===== config.mk =====
export PLATFORM = sky130hd
export DESIGN_NAME = fci_host_ctrl
export DESIGN_NICKNAME = d
export VERILOG_FILES = /design/src/verilog/fci_pkg.sv /design/src/verilog/fci_host_ctrl.sv /design/src/verilog/fci_tick_gen.sv /design/src/verilog/fci_wait_timer.sv
export SDC_FILE = /design/constraint.sdc
export NUM_CORES = 1
export LEC_CHECK = 0
export ABC_AREA = 1
export ABC_CLOCK_PERIOD_IN_PS = 3000
export BUFFER_PORTS_ARGS = -buffer_cell sky130_fd_sc_hd__buf_2
export CORE_UTILIZATION = 55
export CTS_CLUSTER_SIZE = 20
export DETAILED_ROUTE_END_ITERATION = 10
export GPL_TIMING_DRIVEN = 0
export MAX_ROUTING_LAYER = met4
export PLACE_DENSITY = 0.79
export SYNTH_ARGS = -nofsm -noshare
export SYNTH_HDL_FRONTEND = slang
export SYNTH_HIERARCHICAL = 1
export SYNTH_SLANG_ARGS = --single-unit
export TNS_END_PERCENT = 10

===== constraint.sdc =====
create_clock -name ref_clk_i -period 3 [get_ports ref_clk_i]
set_input_delay 0.15 -clock ref_clk_i [delete_from_list [all_inputs] [get_ports ref_clk_i]]
set_output_delay 0.15 -clock ref_clk_i [all_outputs]
set_load 0.05 [all_outputs]

===== src/verilog/fci_pkg.sv =====
`default_nettype none
package fci_pkg;

  // ----------------------------------------------------------------
  // Timing
  // ----------------------------------------------------------------
  localparam int unsigned CLK_PERIOD_NS       = 40;
  localparam int unsigned RELEASE_WAIT_NS     = 3000;
  localparam int unsigned SIG_RELEASE_WAIT_NS = 3800;
  // Least times, rounded up to whole cycles
  localparam logic [15:0] RELEASE_WAIT_CYC =
    16'((RELEASE_WAIT_NS + CLK_PERIOD_NS - 1) / CLK_PERIOD_NS);
  localparam logic [15:0] SIG_RELEASE_WAIT_CYC =
    16'((SIG_RELEASE_WAIT_NS + CLK_PERIOD_NS - 1) / CLK_PERIOD_NS);
  localparam int unsigned SCLK_HALF_DIV = 2;

  // ----------------------------------------------------------------
  // Opcodes and frame constants
  // ----------------------------------------------------------------
  localparam logic [7:0]  OP_RELEASE       = 8'hab;
  localparam logic [7:0]  OP_MFR_ID        = 8'h90;
  localparam logic [7:0]  OP_MFR_ID_DUAL   = 8'h92;
  localparam logic [7:0]  OP_MFR_ID_QUAD   = 8'h94;
  localparam logic [7:0]  OP_UNIQUE_ID     = 8'h4b;
  localparam logic [7:0]  OP_JEDEC_ID      = 8'h9f;
  localparam logic [7:0]  OP_PARAM_TABLE   = 8'h5a;
  localparam logic [7:0]  MODE_BYTE_CONT   = 8'hff;
  localparam logic [15:0] OP_CLKS          = 16'h0008;
  localparam logic [15:0] ADDR_BITS        = 16'h0018;
  localparam logic [15:0] MODE_BITS        = 16'h0008;
  localparam logic [15:0] DEV_ID_DUMMY     = 16'h0018;
  localparam logic [15:0] UID_DUMMY        = 16'h0020;
  localparam logic [15:0] PARAM_DUMMY      = 16'h0008;
  localparam logic [15:0] QUAD_ID_DUMMY    = 16'h0004;
  localparam logic [15:0] PARAM_ADDR_HI    = 16'h0000;
  localparam logic [23:0] ID_ADDR          = 24'h000000;

  // ----------------------------------------------------------------
  // Types
  // ----------------------------------------------------------------
  typedef enum logic [2:0] {
    FCI_CMD_RELEASE     = 3'h0,
    FCI_CMD_DEVICE_ID   = 3'h1,
    FCI_CMD_MFR_ID      = 3'h2,
    FCI_CMD_MFR_ID_DUAL = 3'h3,
    FCI_CMD_MFR_ID_QUAD = 3'h4,
    FCI_CMD_UNIQUE_ID   = 3'h5,
    FCI_CMD_JEDEC_ID    = 3'h6,
    FCI_CMD_PARAM_TABLE = 3'h7
  } fci_kind_e;

  typedef enum logic [4:0] {
    ST_IDLE     = 5'h01,
    ST_SELECT   = 5'h02,
    ST_SHIFT    = 5'h04,
    ST_DESELECT = 5'h08,
    ST_WAIT     = 5'h10
  } fci_state_e;

  typedef enum logic [5:0] {
    SEG_OP    = 6'h01,
    SEG_ADDR  = 6'h02,
    SEG_MODE  = 6'h04,
    SEG_DUMMY = 6'h08,
    SEG_READ  = 6'h10,
    SEG_END   = 6'h20
  } fci_seg_e;

  typedef struct packed {
    fci_kind_e  kind;
    logic [7:0] start_byte;
    logic [7:0] read_bytes;
  } fci_cmd_s;

  typedef struct packed {
    logic       valid;
    logic [7:0] data;
  } fci_rx_s;

  typedef struct packed {
    logic       sclk;
    logic       cs_n;
    logic [3:0] io_out;
    logic [3:0] io_oe;
  } fci_spi_s;

  // Opcode for a command kind
  function automatic logic [7:0] fci_opcode(input fci_kind_e k);
    fci_opcode = OP_RELEASE;
    unique case (k)
      FCI_CMD_RELEASE:     fci_opcode = OP_RELEASE;
      FCI_CMD_DEVICE_ID:   fci_opcode = OP_RELEASE;
      FCI_CMD_MFR_ID:      fci_opcode = OP_MFR_ID;
      FCI_CMD_MFR_ID_DUAL: fci_opcode = OP_MFR_ID_DUAL;
      FCI_CMD_MFR_ID_QUAD: fci_opcode = OP_MFR_ID_QUAD;
      FCI_CMD_UNIQUE_ID:   fci_opcode = OP_UNIQUE_ID;
      FCI_CMD_JEDEC_ID:    fci_opcode = OP_JEDEC_ID;
      FCI_CMD_PARAM_TABLE: fci_opcode = OP_PARAM_TABLE;
    endcase
  endfunction

endpackage
`default_nettype wire


===== src/verilog/fci_host_ctrl.sv =====
// Operation
// - Release frame is opcode ABh alone; new work waits out the release time.
// - Select stays high through the whole release wait.
// - Device ID read is ABh, three dummy bytes, then ID bytes MSB first.
// - Signature form waits the longer signature release time before new work.
// - Opcode 90h sends address zero, then reads manufacturer and device bytes.
// - Opcode 92h sends address and reads data two bits per clock.
// - Dual ID read sends continuous read mode byte as FFh.
// - Opcode 94h sends address and reads data four bits per clock.
// - Quad ID read sends continuous read mode byte as FFh.
// - Opcode 4Bh, four dummy bytes, then the 64-bit unique number.
// - Opcode 9Fh, no address, reads manufacturer, memory type, capacity bytes.
// - Opcode 5Ah, address, eight dummy clocks; data after the fortieth clock.
// - Parameter table address has upper sixteen bits zero, low byte is start.
`timescale 1ns/10ps
`default_nettype none
module fci_host_ctrl #(
  parameter int unsigned SCLK_HALF_DIV        = fci_pkg::SCLK_HALF_DIV,
  parameter logic [15:0] RELEASE_WAIT_CYC     = fci_pkg::RELEASE_WAIT_CYC,
  parameter logic [15:0] SIG_RELEASE_WAIT_CYC = fci_pkg::SIG_RELEASE_WAIT_CYC
) (
  input  wire logic             ref_clk_i,    // System clock, 25 MHz
  input  wire logic             srst_i,       // Sync reset, active high
  input  wire logic             cmd_valid_i,  // Command request
  output logic                  cmd_ready_o,  // Ready for a command
  input  wire fci_pkg::fci_cmd_s cmd_i,       // Command kind and arguments
  output var fci_pkg::fci_rx_s  rx_o,         // Received byte and strobe
  output logic                  done_o,       // Command finished pulse
  output var fci_pkg::fci_spi_s spi_o,        // Serial clock, select, io drive
  input  wire logic [3:0]       io_i          // Sampled io lines
);

  // ----------------------------------------------------------------
  // State
  // ----------------------------------------------------------------
  fci_pkg::fci_state_e state;
  fci_pkg::fci_seg_e   seg;
  fci_pkg::fci_cmd_s   cmd_q;
  logic [31:0]         tx_sr;
  logic [7:0]          rx_sr;
  logic [3:0]          rx_bits;
  logic [15:0]         clk_left;
  logic                sclk;
  logic                cs_n;
  logic [3:0]          io_o_q;
  logic [3:0]          io_oe_q;
  logic [7:0]          rx_data;
  logic                rx_valid;
  logic                done;
  logic                tick;
  logic                timer_done;
  logic                timer_busy;

  // ----------------------------------------------------------------
  // Command decode
  // ----------------------------------------------------------------
  wire        is_rel   = cmd_q.kind == fci_pkg::FCI_CMD_RELEASE;
  wire        is_devid = cmd_q.kind == fci_pkg::FCI_CMD_DEVICE_ID;
  wire        is_mfr   = cmd_q.kind == fci_pkg::FCI_CMD_MFR_ID;
  wire        is_dual  = cmd_q.kind == fci_pkg::FCI_CMD_MFR_ID_DUAL;
  wire        is_quad  = cmd_q.kind == fci_pkg::FCI_CMD_MFR_ID_QUAD;
  wire        is_uid   = cmd_q.kind == fci_pkg::FCI_CMD_UNIQUE_ID;
  wire        is_jedec = cmd_q.kind == fci_pkg::FCI_CMD_JEDEC_ID;
  wire        is_param = cmd_q.kind == fci_pkg::FCI_CMD_PARAM_TABLE;
  wire [1:0]  lane_sh  = is_quad ? 2'h2 : (is_dual ? 2'h1 : 2'h0);
  wire        has_addr = is_mfr | is_dual | is_quad | is_param;
  wire        has_mode = is_dual | is_quad;
  wire        need_wait = is_rel | is_devid;
  wire [15:0] wait_len = is_rel ? RELEASE_WAIT_CYC : SIG_RELEASE_WAIT_CYC;

  // Dummy clocks per kind
  wire [15:0] dummy_clks = is_devid ? fci_pkg::DEV_ID_DUMMY :
                           is_uid   ? fci_pkg::UID_DUMMY :
                           is_param ? fci_pkg::PARAM_DUMMY :
                           is_quad  ? fci_pkg::QUAD_ID_DUMMY : 16'h0000;

  // Read length in clocks; a plain release reads nothing
  wire [15:0] read_clks = is_rel ? 16'h0000 :
                          ({5'h00, cmd_q.read_bytes, 3'h0} >> lane_sh);

  // Address word: zero for ID reads, start byte for the table
  wire [23:0] addr_word = is_param ? {fci_pkg::PARAM_ADDR_HI, cmd_q.start_byte}
                                   : fci_pkg::ID_ADDR;

  // ----------------------------------------------------------------
  // Segment sequencing
  // ----------------------------------------------------------------
  wire fci_pkg::fci_seg_e seg_to_read  = (read_clks != 16'h0000) ? fci_pkg::SEG_READ
                                                                 : fci_pkg::SEG_END;
  wire fci_pkg::fci_seg_e seg_to_dummy = (dummy_clks != 16'h0000) ? fci_pkg::SEG_DUMMY
                                                                  : seg_to_read;
  wire fci_pkg::fci_seg_e seg_to_mode  = has_mode ? fci_pkg::SEG_MODE : seg_to_dummy;
  wire fci_pkg::fci_seg_e next_seg =
    (seg == fci_pkg::SEG_OP)   ? (has_addr ? fci_pkg::SEG_ADDR : seg_to_dummy) :
    (seg == fci_pkg::SEG_ADDR) ? seg_to_mode :
    (seg == fci_pkg::SEG_MODE) ? seg_to_dummy :
    (seg == fci_pkg::SEG_DUMMY) ? seg_to_read : fci_pkg::SEG_END;

  // Clock count and shift load for the next segment
  wire [15:0] next_clks =
    (next_seg == fci_pkg::SEG_ADDR)  ? (fci_pkg::ADDR_BITS >> lane_sh) :
    (next_seg == fci_pkg::SEG_MODE)  ? (fci_pkg::MODE_BITS >> lane_sh) :
    (next_seg == fci_pkg::SEG_DUMMY) ? dummy_clks :
    (next_seg == fci_pkg::SEG_READ)  ? read_clks : 16'h0000;
  wire [31:0] next_tx =
    (next_seg == fci_pkg::SEG_ADDR) ? {addr_word, 8'h00} :
    (next_seg == fci_pkg::SEG_MODE) ? {fci_pkg::MODE_BYTE_CONT, 24'h000000} :
                                      32'h00000000;

  // Lanes in use now: opcode is always one lane
  wire [1:0]  lane_cur  = (seg == fci_pkg::SEG_OP) ? 2'h0 : lane_sh;
  wire [1:0]  pin_lane  = (state == fci_pkg::ST_SHIFT) ? lane_cur : 2'h0;
  wire [3:0]  lane_n    = 4'h1 << lane_cur;
  wire [31:0] tx_shift  = tx_sr << lane_n;
  wire        rise      = (state == fci_pkg::ST_SHIFT) && tick && !sclk;
  wire        fall      = (state == fci_pkg::ST_SHIFT) && tick && sclk;
  wire        seg_last  = (clk_left == 16'h0001);
  wire        drive     = (seg == fci_pkg::SEG_OP) || (seg == fci_pkg::SEG_ADDR) ||
                          (seg == fci_pkg::SEG_MODE);

  // Pin drive: io2/io3 held high outside quad, wide lanes released to read
  wire [3:0] next_io =
    (pin_lane == 2'h2) ? tx_sr[31:28] :
    (pin_lane == 2'h1) ? {2'b11, tx_sr[31:30]} :
                         {3'b110, tx_sr[31]};
  wire [3:0] next_oe =
    (pin_lane == 2'h2) ? {4{drive}} :
    (pin_lane == 2'h1) ? {2'b11, {2{drive}}} : 4'b1101;

  // Receive assembly, MSB first
  wire [7:0] rx_cat = (lane_cur == 2'h2) ? {rx_sr[3:0], io_i[3:0]} :
                      (lane_cur == 2'h1) ? {rx_sr[5:0], io_i[1:0]} :
                                           {rx_sr[6:0], io_i[1]};
  wire [3:0] rx_sum = rx_bits + lane_n;

  // ----------------------------------------------------------------
  // Helpers
  // ----------------------------------------------------------------
  fci_tick_gen #(
    .DIV (SCLK_HALF_DIV)
  ) u_tick (
    .ref_clk_i (ref_clk_i),
    .srst_i    (srst_i),
    .run_i     ((state == fci_pkg::ST_SELECT) || (state == fci_pkg::ST_SHIFT) ||
                (state == fci_pkg::ST_DESELECT)),
    .tick_o    (tick)
  );

  fci_wait_timer #(
    .W (16)
  ) u_wait (
    .ref_clk_i (ref_clk_i),
    .srst_i    (srst_i),
    .start_i   ((state == fci_pkg::ST_DESELECT) && tick && need_wait),
    .len_i     (wait_len),
    .busy_o    (timer_busy),
    .done_o    (timer_done)
  );

  // ----------------------------------------------------------------
  // Frame control
  // ----------------------------------------------------------------
  // Select, serial clock and completion
  always_ff @(posedge ref_clk_i) begin
    if (srst_i) begin
      state <= fci_pkg::ST_IDLE;
      cs_n  <= 1'b1;
      sclk  <= 1'b0;
      done  <= 1'b0;
    end else begin
      done <= 1'b0;
      unique case (state)
        fci_pkg::ST_IDLE: if (cmd_valid_i) begin
          state <= fci_pkg::ST_SELECT;
          cs_n  <= 1'b0;
        end
        fci_pkg::ST_SELECT: if (tick) begin
          state <= fci_pkg::ST_SHIFT;
        end
        fci_pkg::ST_SHIFT: if (tick) begin
          sclk <= !sclk;
          if (sclk && seg_last && next_seg == fci_pkg::SEG_END) begin
            state <= fci_pkg::ST_DESELECT;
            cs_n  <= 1'b1;
          end
        end
        fci_pkg::ST_DESELECT: if (tick) begin
          if (need_wait) begin
            state <= fci_pkg::ST_WAIT;
          end else begin
            state <= fci_pkg::ST_IDLE;
            done  <= 1'b1;
          end
        end
        fci_pkg::ST_WAIT: if (timer_done) begin
          state <= fci_pkg::ST_IDLE;
          done  <= 1'b1;
        end
        default: begin
          state <= fci_pkg::ST_IDLE;
          cs_n  <= 1'b1;
          sclk  <= 1'b0;
        end
      endcase
    end
  end

  // Segment, transmit shifter and clock count; shift on falling edges
  always_ff @(posedge ref_clk_i) begin
    if (srst_i) begin
      seg      <= fci_pkg::SEG_END;
      tx_sr    <= 32'h00000000;
      clk_left <= 16'h0000;
      cmd_q    <= '0;
    end else if (state == fci_pkg::ST_IDLE && cmd_valid_i) begin
      cmd_q    <= cmd_i;
      seg      <= fci_pkg::SEG_OP;
      tx_sr    <= {fci_pkg::fci_opcode(cmd_i.kind), 24'h000000};
      clk_left <= fci_pkg::OP_CLKS;
    end else if (fall && seg_last) begin
      seg      <= next_seg;
      tx_sr    <= next_tx;
      clk_left <= next_clks;
    end else if (fall) begin
      tx_sr    <= tx_shift;
      clk_left <= clk_left - 16'h0001;
    end
  end

  // Receive on rising edges while reading
  always_ff @(posedge ref_clk_i) begin
    if (srst_i || state == fci_pkg::ST_IDLE) begin
      rx_sr    <= 8'h00;
      rx_bits  <= 4'h0;
      rx_data  <= 8'h00;
      rx_valid <= 1'b0;
    end else begin
      rx_valid <= 1'b0;
      if (rise && seg == fci_pkg::SEG_READ) begin
        rx_sr   <= rx_cat;
        rx_bits <= (rx_sum == 4'h8) ? 4'h0 : rx_sum;
        if (rx_sum == 4'h8) begin
          rx_data  <= rx_cat;
          rx_valid <= 1'b1;
        end
      end
    end
  end

  // Registered pin drive
  always_ff @(posedge ref_clk_i) begin
    if (srst_i) begin
      io_o_q  <= 4'b1100;
      io_oe_q <= 4'b1101;
    end else begin
      io_o_q  <= next_io;
      io_oe_q <= next_oe;
    end
  end

  // ----------------------------------------------------------------
  // Outputs
  // ----------------------------------------------------------------
  assign cmd_ready_o = (state == fci_pkg::ST_IDLE);
  assign done_o      = done;
  assign rx_o        = {rx_valid, rx_data};
  assign spi_o       = {sclk, cs_n, io_o_q, io_oe_q};

  // ----------------------------------------------------------------
  // Checks
  // ----------------------------------------------------------------
  logic [15:0] wait_cyc;
  logic [7:0]  rise_cnt;

  // Cycles spent waiting, and rising edges in the frame
  always_ff @(posedge ref_clk_i) begin
    if (srst_i) begin
      wait_cyc <= 16'h0000;
      rise_cnt <= 8'h00;
    end else begin
      wait_cyc <= (state == fci_pkg::ST_WAIT) ? wait_cyc + 16'h0001 : 16'h0000;
      rise_cnt <= (state == fci_pkg::ST_IDLE) ? 8'h00 :
                  (rise && rise_cnt != 8'hff) ? rise_cnt + 8'h01 : rise_cnt;
    end
  end

  op_msb_first_a: assert property (@(posedge ref_clk_i) disable iff (srst_i)
    (rise && seg == fci_pkg::SEG_OP && clk_left == fci_pkg::OP_CLKS)
      |-> io_o_q[0] == (fci_pkg::fci_opcode(cmd_q.kind) >= 8'h80))
    else $error("opcode msb not on io0 at first rising edge");

  cs_wait_high_a: assert property (@(posedge ref_clk_i) disable iff (srst_i)
    (state == fci_pkg::ST_WAIT) |-> cs_n && !sclk && timer_busy)
    else $error("select not held high during release wait");

  wait_length_a: assert property (@(posedge ref_clk_i) disable iff (srst_i)
    $fell(state == fci_pkg::ST_WAIT) |-> wait_cyc == wait_len && done_o)
    else $error("release wait length wrong");

  addr_zero_a: assert property (@(posedge ref_clk_i) disable iff (srst_i)
    $rose(seg == fci_pkg::SEG_ADDR) |-> tx_sr[31:16] == 16'h0000 &&
      (is_param || tx_sr[15:8] == 8'h00))
    else $error("address upper bits not zero");

  mode_byte_a: assert property (@(posedge ref_clk_i) disable iff (srst_i)
    $rose(seg == fci_pkg::SEG_MODE) |-> tx_sr[31:24] == 8'hff)
    else $error("continuous read mode byte not ff");

  quad_lanes_a: assert property (@(posedge ref_clk_i) disable iff (srst_i)
    (rise && is_quad && seg == fci_pkg::SEG_ADDR) |-> io_oe_q == 4'hf)
    else $error("quad address not driven on four lanes");

  dual_turn_a: assert property (@(posedge ref_clk_i) disable iff (srst_i)
    (rise && is_dual && seg == fci_pkg::SEG_READ) |-> io_oe_q[1:0] == 2'b00)
    else $error("dual read lanes still driven");

  table_start_a: assert property (@(posedge ref_clk_i) disable iff (srst_i)
    ($rose(seg == fci_pkg::SEG_READ) && (is_param || is_uid)) |-> rise_cnt == 8'h28)
    else $error("data phase not after fortieth clock");

  jedec_start_a: assert property (@(posedge ref_clk_i) disable iff (srst_i)
    ($rose(seg == fci_pkg::SEG_READ) && is_jedec) |-> rise_cnt == 8'h08)
    else $error("jedec read has address or dummy clocks");

  id_start_a: assert property (@(posedge ref_clk_i) disable iff (srst_i)
    ($rose(seg == fci_pkg::SEG_READ) && (is_devid || is_mfr)) |-> rise_cnt == 8'h20)
    else $error("id read data phase misplaced");

  idle_clock_low_a: assert property (@(posedge ref_clk_i) disable iff (srst_i)
    cs_n |-> !sclk ##1 (cs_n || !sclk))
    else $error("serial clock high while deselected");

endmodule
`default_nettype wire


===== src/verilog/fci_tick_gen.sv =====
`timescale 1ns/10ps
`default_nettype none
module fci_tick_gen #(
  parameter int unsigned DIV = 2
) (
  input  wire logic ref_clk_i,  // System clock
  input  wire logic srst_i,     // Sync reset, active high
  input  wire logic run_i,      // Count while high
  output logic      tick_o      // One-cycle enable pulse
);

  localparam logic [7:0] LAST = 8'(DIV - 1);

  logic [7:0] cnt;

  // Divider counter, restarts whenever idle
  always_ff @(posedge ref_clk_i) begin
    if (srst_i || !run_i || cnt == LAST) begin
      cnt <= 8'h00;
    end else begin
      cnt <= cnt + 8'h01;
    end
  end

  // Pulse at the end of each half period
  assign tick_o = run_i && (cnt == LAST);

endmodule
`default_nettype wire


===== src/verilog/fci_wait_timer.sv =====
`timescale 1ns/10ps
`default_nettype none
module fci_wait_timer #(
  parameter int unsigned W = 16
) (
  input  wire logic         ref_clk_i,  // System clock
  input  wire logic         srst_i,     // Sync reset, active high
  input  wire logic         start_i,    // Load and start
  input  wire logic [W-1:0] len_i,      // Cycles to wait, at least 1
  output logic              busy_o,     // Counting
  output logic              done_o      // Last cycle of the wait
);

  logic [W-1:0] cnt;

  // Down counter
  always_ff @(posedge ref_clk_i) begin
    if (srst_i) begin
      cnt <= '0;
    end else if (start_i) begin
      cnt <= len_i;
    end else if (cnt != '0) begin
      cnt <= cnt - W'(1);
    end
  end

  assign busy_o = (cnt != '0);
  assign done_o = (cnt == W'(1));

endmodule
`default_nettype wire


Word-level counts from Yosys, hierarchy flattened. Memory sizes are Yosys's and may differ from the RTL's. Cells that the tools add are included.

Shift-type cells: 5. Bitwise operators: 8. Muxes and demuxes: 61. Reduce and logical (&&, ||, !) cells: 36. Equality and inequality tests: 35. Add/sub/neg operators: 4.

Operator list (number): two-way mux 32 bit (5); two-way mux 16 bit (9); two-way mux 6 bit (12); nonzero test 16 bit (3); two-way mux 5 bit (8); equality test 16 x 1 -> 1 bit, second input constant (2); left shift 32 x 4 -> 32 bit (1); subtractor 16 x 1 -> 16 bit, second input constant (2); one-hot mux 5 bit (5 select lines) (1); two-way mux 8 bit (3); two-way mux 4 bit (5); right shift 11 x 2 -> 16 bit (1); right shift 4 x 2 -> 16 bit, first input constant (1); right shift 5 x 2 -> 16 bit, first input constant (1); equality test 6 x 2 -> 1 bit, second input constant (2); equality test 6 x 3 -> 1 bit, second input constant (2); equality test 6 x 4 -> 1 bit, second input constant (2); equality test 6 x 5 -> 1 bit, second input constant (2); logical AND 1 bit (11); two-way mux 2 bit (5); != test 2 bit, second input constant (5); equality test 3 bit, second input constant (3); two-way mux 1 bit (9); adder 8 x 1 -> 8 bit, second input constant (1); 32 further kinds (53).

Memories kept: 1. Register bits after elaboration: 133. ROM bits: 64.

Memories: (name not given) (words 8, width 8, rd ports 1, clocked after memory_dff 0, wr ports 0, line fci_pkg.sv:90) `unique case (k)`.

Depth between registers and ports, before layout.
Depth in word-level cells: 18. Mapped depth: 19. Depth with buffers taken out: 19.

Modules after synthesis. The synthesis kept the hierarchy.

Modules (own cells, without submodules): fci_host_ctrl (area an instance 6307.3 µm², sequential area each 2162.1 µm², cells each 939, times used 1); fci_wait_timer (area an instance 1096.1 µm², sequential area each 320.3 µm², cells each 170, times used 1); fci_tick_gen (area an instance 439.2 µm², sequential area each 160.2 µm², cells each 68, times used 1).

Worst setup path before layout. No wires, ideal clock.

Kind: flip-flop to flip-flop. From: register cmd_q[17] in the netlist's numbering. To: register rx_data[4]. Path slack: 262 ps. Library setup time: 121 ps. Arrival: 2617 ps. Buffers on the path: 1. Clock period less this slack: 2738 ps. Stages on the path, launching flop included: 19. Cell sequence: dfxtp_1 inv_2 nand2_4 nor2_8 buf_6 nand2_4 nand2_2 inv_1 ha_1 inv_1 fa_1 xor2_1 nand3_1 nor2_1 inv_1 nor2_2 inv_1 nand2_1 a21oi_1.

Longest elaborated chain between the ends: 8.

RTL lines: from (decl) (line fci_host_ctrl.sv:38) `fci_pkg::fci_cmd_s cmd_q;`; from (signal assigned) (line fci_host_ctrl.sv:216) `cmd_q <= cmd_i;`; equality test 3 x 2 -> 1 bit (line fci_host_ctrl.sv:60) `wire is_dual = cmd_q.kind == fci_pkg::FCI_CMD_MFR_ID_DUAL;`; two-way mux 1 bit (line fci_host_ctrl.sv:65) `wire [1:0] lane_sh = is_quad ? 2'h2 : (is_dual ? 2'h1 : 2'h0);`; two-way mux 2 bit * (line fci_host_ctrl.sv:65); two-way mux 2 bit * (line fci_host_ctrl.sv:111) `wire [1:0] lane_cur = (seg == fci_pkg::SEG_OP) ? 2'h0 : lane_sh;`; left shift 1 x 2 -> 4 bit (line fci_host_ctrl.sv:113) `wire [3:0] lane_n = 4'h1 << lane_cur;`; adder 4 bit (line fci_host_ctrl.sv:134) `wire [3:0] rx_sum = rx_bits + lane_n;`; equality test 4 bit (line fci_host_ctrl.sv:242) `if (rx_sum == 4'h8) begin`; AND reduction 2 bit (no source line); to (signal assigned) (line fci_host_ctrl.sv:243) `rx_data <= rx_cat;`; to (decl) (line fci_host_ctrl.sv:47) `logic [7:0] rx_data;`.

Mark *: on every way between the ends. The rest lies on a longest branch, timed or not. A chain may end at the register's enable or synchronous reset.

Worst setup path in the final report.
From: register seg[2]. To: register rx_data[6].

Longest elaborated chain between the ends: 6.

RTL lines: from (decl) (line fci_host_ctrl.sv:37) `fci_pkg::fci_seg_e seg;`; from (signal assigned) (line fci_host_ctrl.sv:211) `seg <= fci_pkg::SEG_END;`; from (signal assigned) (line fci_host_ctrl.sv:217) `seg <= fci_pkg::SEG_OP;`; from (signal assigned) (line fci_host_ctrl.sv:221) `seg <= next_seg;`; equality test 6 x 1 -> 1 bit (line fci_host_ctrl.sv:111); two-way mux 2 bit (line fci_host_ctrl.sv:111); left shift 1 x 2 -> 4 bit (line fci_host_ctrl.sv:113); adder 4 bit (line fci_host_ctrl.sv:134); equality test 4 bit (line fci_host_ctrl.sv:242); AND reduction 2 bit (no source line).

Parallel ways exist; a longest one is shown, timed or not.

==> metrics.md <==
| Metric | Value |
|---|---|
| Period minus WS final | `2.85 ns` |
| Result of the run | `complete, no violations` |
| CTS Buf Count | `17` |
| Sort of element at the end of the critical path | `flip-flop` |
| Number of levels in the clock H-tree | `4` |
| Number of buffers added on ports | `46` |
| Critical setup path kind | `flip-flop to flip-flop` |
| Total Die Area | `around 15000 um2` |
| TritonCTS clock tree | `yes` |
| CTS sink count | `132` |
| LEAKAGE | `4.01 nW` |
| Worst reg2reg path endpoint | `rx_data[6]` |
| Critical Path Slowest Stage Cell | `fa_1` |
| Overall overflow remaining after global route | `0` |
| Startpoint of the tightest hold check path | `cmd_i[13]` |
| Share of final-layout standard cells stronger than drive strength 1 | `16.5%` |
| Largest stage delay, worst path | `0.42 ns` |
| Number of global-route vias before repair | `7434` |
| Worst vdd rail ir drop | `0.523 mV` |
| Via-per-instance ratio | `5.50` |
| Relative area change from synthesis to final layout | `17.2%` |
| Maximum frequency from static timing analysis | `between 300 and 400 MHz` |
| Final setup skew | `0.00708 ns` |
| Relative slew margins | `56.2%` |
| Crit path arrival time | `around 3.2 ns` |
| Max-capacitance violation count | `0` |
| CP startpoint kind | `flip-flop` |
| Slack of the worst reg-to-reg path | `between 0.1 and 0.15 ns` |
| Antenna Diode Count | `0` |
| Number of synthesized register bits | `between 100 and 150` |
| Pin slew with the least headroom to its limit | `0.657 ns` |
| Number of fillers in the final layout | `1250` |
| Antenna violation net count after detailed routing | `0` |
| Post-synth design cell area | `7840 um2` |
| Worst flop-to-flop path startpoint | `seg[2]` |
| Commonest non-fill, non-tap cells in the layout | `nand2_1 (234), inv_1 (138), dfxtp_1 (129), a21oi_1 (107)` |
| Count of routing violations after the opening detailed-route iteration | `about 710` |
| Leading cell type in the layout, fill and taps excluded | `nand2_1` |
| DRC violations left | `0` |
| Number of cells after detailed placement | `~1400` |
| Mapped Cells | `between 1000 and 1500` |
| Floorplan die height | `121 um` |
| Crit path required time | `~3.3 ns` |
| Hold slack final | `between 0.005 and 0.006 ns` |
| Setup-violating endpoint count in the final report | `0` |
| Overall fraction of global-route tracks in use | `a little under a third` |
| Sequential standard cell area | `between 2000 and 3000 um2` |
| Placed wire-length estimate after detailed placement | `16300 um` |
| Insertion delay to the later sink of the worst-skew pair | `0.42 ns` |
| Finished Layout Cells | `1461` |
| Total core area | `~14000 um2` |
| Sequential share of the synthesized area | `33.7%` |
| Detailed Routing Iterations Pass 1 | `7` |
| Post-Route WL | `22100 um` |
| Sequence of cells on the critical path | `nor2_2 -> nand4_1 -> nand2_2 -> nand2_8 -> clkinvlp_4 -> ha_2 -> inv_1 -> fa_1 -> xor2_2 -> nand3_2 -> nor2_2 -> inv_2 -> nor2_4 -> inv_2 -> nand2_1 -> a21oi_1` |
| RD Place Congestion | `1.01` |
| Sum of negative setup slack | `0 ns` |
| DR WL/cell | `approximately 15 um` |
| Clk pin slew, worst setup/hold paths | `0.06 ns` |
| Post-synth cell types | `56` |
| Maximum root-to-sink buffer count | `2` |
| Routed via count | `8032` |
| Initial Utilization | `56.5%` |
| Maximum fanout along the worst path | `9` |
| Endpoint, Worst Hold | `cmd_q[13]` |
| Final layout net count | `about 1300` |
| Root buffer selected by CTS | `clkbuf_16` |
| Total power divided by cell area | `about 600 nW/um2` |
| Syn Area/Cell | `about 6.7 um2` |
| Depth of the most critical reg-to-reg path | `16` |
| Number of antenna violations at the first check in global routing | `0` |
| Pin count of the biggest net entering global routing | `17` |
| DIE WIDTH | `121 um` |
| Multi-input gate area | `4460 um2` |
| Num ports | `between 40 and 50` |
| Count of flip-flops with a built-in enable after synthesis | `0` |
| Number of max-slew violations in the final report | `0` |
| Min-Delay Path Class | `primary input to flip-flop` |
| Number of rows in the core area | `43` |
| Global-route wire length before repair | `35500 um` |
| Final Util | `about two thirds` |
| Final Hold Fails | `0` |
| Worst Hold Path Cells | `3` |
| Post-synth top flop | `dfxtp_1` |
| Ratio of final minimum period to clock period | `95.1%` |
| Proportion of register bits with asynchronous set or reset after synthesis | `0%` |
| Number of synthesis warnings | `6` |
## area by class of cell
class | instances | area share [%]
clock inverter | 11 | 1.66
multi-input combinational | 844 | 48.6
timing repair buffer | 61 | 3.85
tap | 180 | 2.45
buffer | 48 | 2.94
inverter | 164 | 6.76
clock buffer | 21 | 5.01
sequential | 132 | 28.8
## metal layers
metal  track usage, %  wire length [um]  up-vias
met5                -                 0        -
met4             10.7               473        0
met3             6.81              1670       36
met2             52.0             10500      286
met1             38.8              9540     3648
li1                 -                 -     4062
## how the worst max path moves through the flow
stage | slack, ns | from | to
after floorplan | 0.26 | cmd_q[17] | rx_data[4]
after global placement | -0.30 | seg[2] | rx_data[4]
after detailed placement | -0.35 | seg[2] | rx_data[6]
after CTS | 0.01 | cmd_q[16] | rx_data[6]
after global routing | -0.05 | seg[2] | rx_data[0]
final | 0.15 | seg[2] | rx_data[6]
## Yosys cell counts (2+ instances only)
cell,count,area share (%)
xnor2_1,5,0.56
a311o_1,2,0.26
inv_1,144,6.9
nand3b_1,3,0.29
dfxtp_1,132,34
nor4_1,5,0.40
nand3_2,4,0.51
nand2_2,10,0.80
buf_2,18,1.1
a31oi_1,9,0.72
nor2_1,110,5.3
clkbuf_1,20,0.96
o21ai_1,9,0.57
or2_2,5,0.40
buf_1,2,0.096
a211oi_1,7,0.67
buf_6,4,0.57
a21oi_1,107,6.8
nor3_1,12,0.77
nand2_1,236,11
a32oi_1,3,0.34
nand2_4,5,0.72
inv_2,17,0.81
nand4_1,18,1.4
a221oi_1,4,0.45
nor2_2,13,1.0
o22ai_1,9,0.72
o21ai_0,102,6.5
clkinv_1,2,0.096
xor2_1,10,1.1
nor2_4,6,0.86
o221ai_1,3,0.34
nor2_8,2,0.51
conb_1,2,0.096
ha_1,12,1.9
a21oi_2,2,0.22
o211ai_1,24,2.3
nor3_2,2,0.26
nand3_1,73,4.7
a22oi_1,3,0.29
buf_4,5,0.48
o211ai_2,2,0.32
## state kept, by name, indices dropped and copies added (netlist names)
register,flops
tx_sr,32
io_oe_q,3
cmd_q,19
rx_bits,4
seg,6
rx_data,8
done_o,1
rx_sr,7
cs_n,1
io_o_q,4
sclk,1
state,5
rx_valid,1
clk_left,16
u_wait/cnt,16
u_tick/cnt,8
## metrics by stage
step | setup slack [ns] | power [mW] | cell area [um2]
global placement | -0.299 | 3.33 | 8340
CTS | 0.0109 | 5.51 | 9040
floorplan | 0.262 | 3.05 | 7890
detailed placement | -0.351 | 3.35 | 8340
finish | 0.147 | 5.52 | 9200
global route | -0.0531 | 5.79 | 9200
## kinds of logic after synthesis
family                   count (synthesis)  synth area share, %
adder cells (fa/ha/maj)                 13                 2.17
AO/OA/AOI/OAI                          292                 21.2
other                                    2               0.0958
buffers and inverters                  213                 11.1
flip-flops                             132                 33.7
AND/OR/NAND/NOR                        509                 29.9
multiplexers                             1                0.128
XOR/XNOR                                15                 1.68
## where the power goes
| part | total [mW] | internal [mW] | switching [mW] |
|---|---|---|---|
| registers | 1.97 | 1.87 | 0.102 |
| logic | 1.40 | 0.473 | 0.925 |
| clock network | 2.15 | 1.35 | 0.798 |
| total | 5.52 | 3.70 | 1.82 |
## worst max-delay path: cells and delay by family, from the launching register on
family	cells	cell delay (ns)
AO/OA/AOI/OAI	1	0.06
adder cells (fa/ha/maj)	2	0.61
buffers and inverters	4	0.33
XOR/XNOR	1	0.19
flip-flops	1	0.36
AND/OR/NAND/NOR	8	1.19
## what timing repair did
action	CTS	global route
hold endpoints to repair	3	0
buffers inserted	4	8
gates resized for setup	7	39
hold buffers	3	0
endpoints found under the setup margin	16	70
pin swaps	3	10
(Power assumes the default switching activity.)
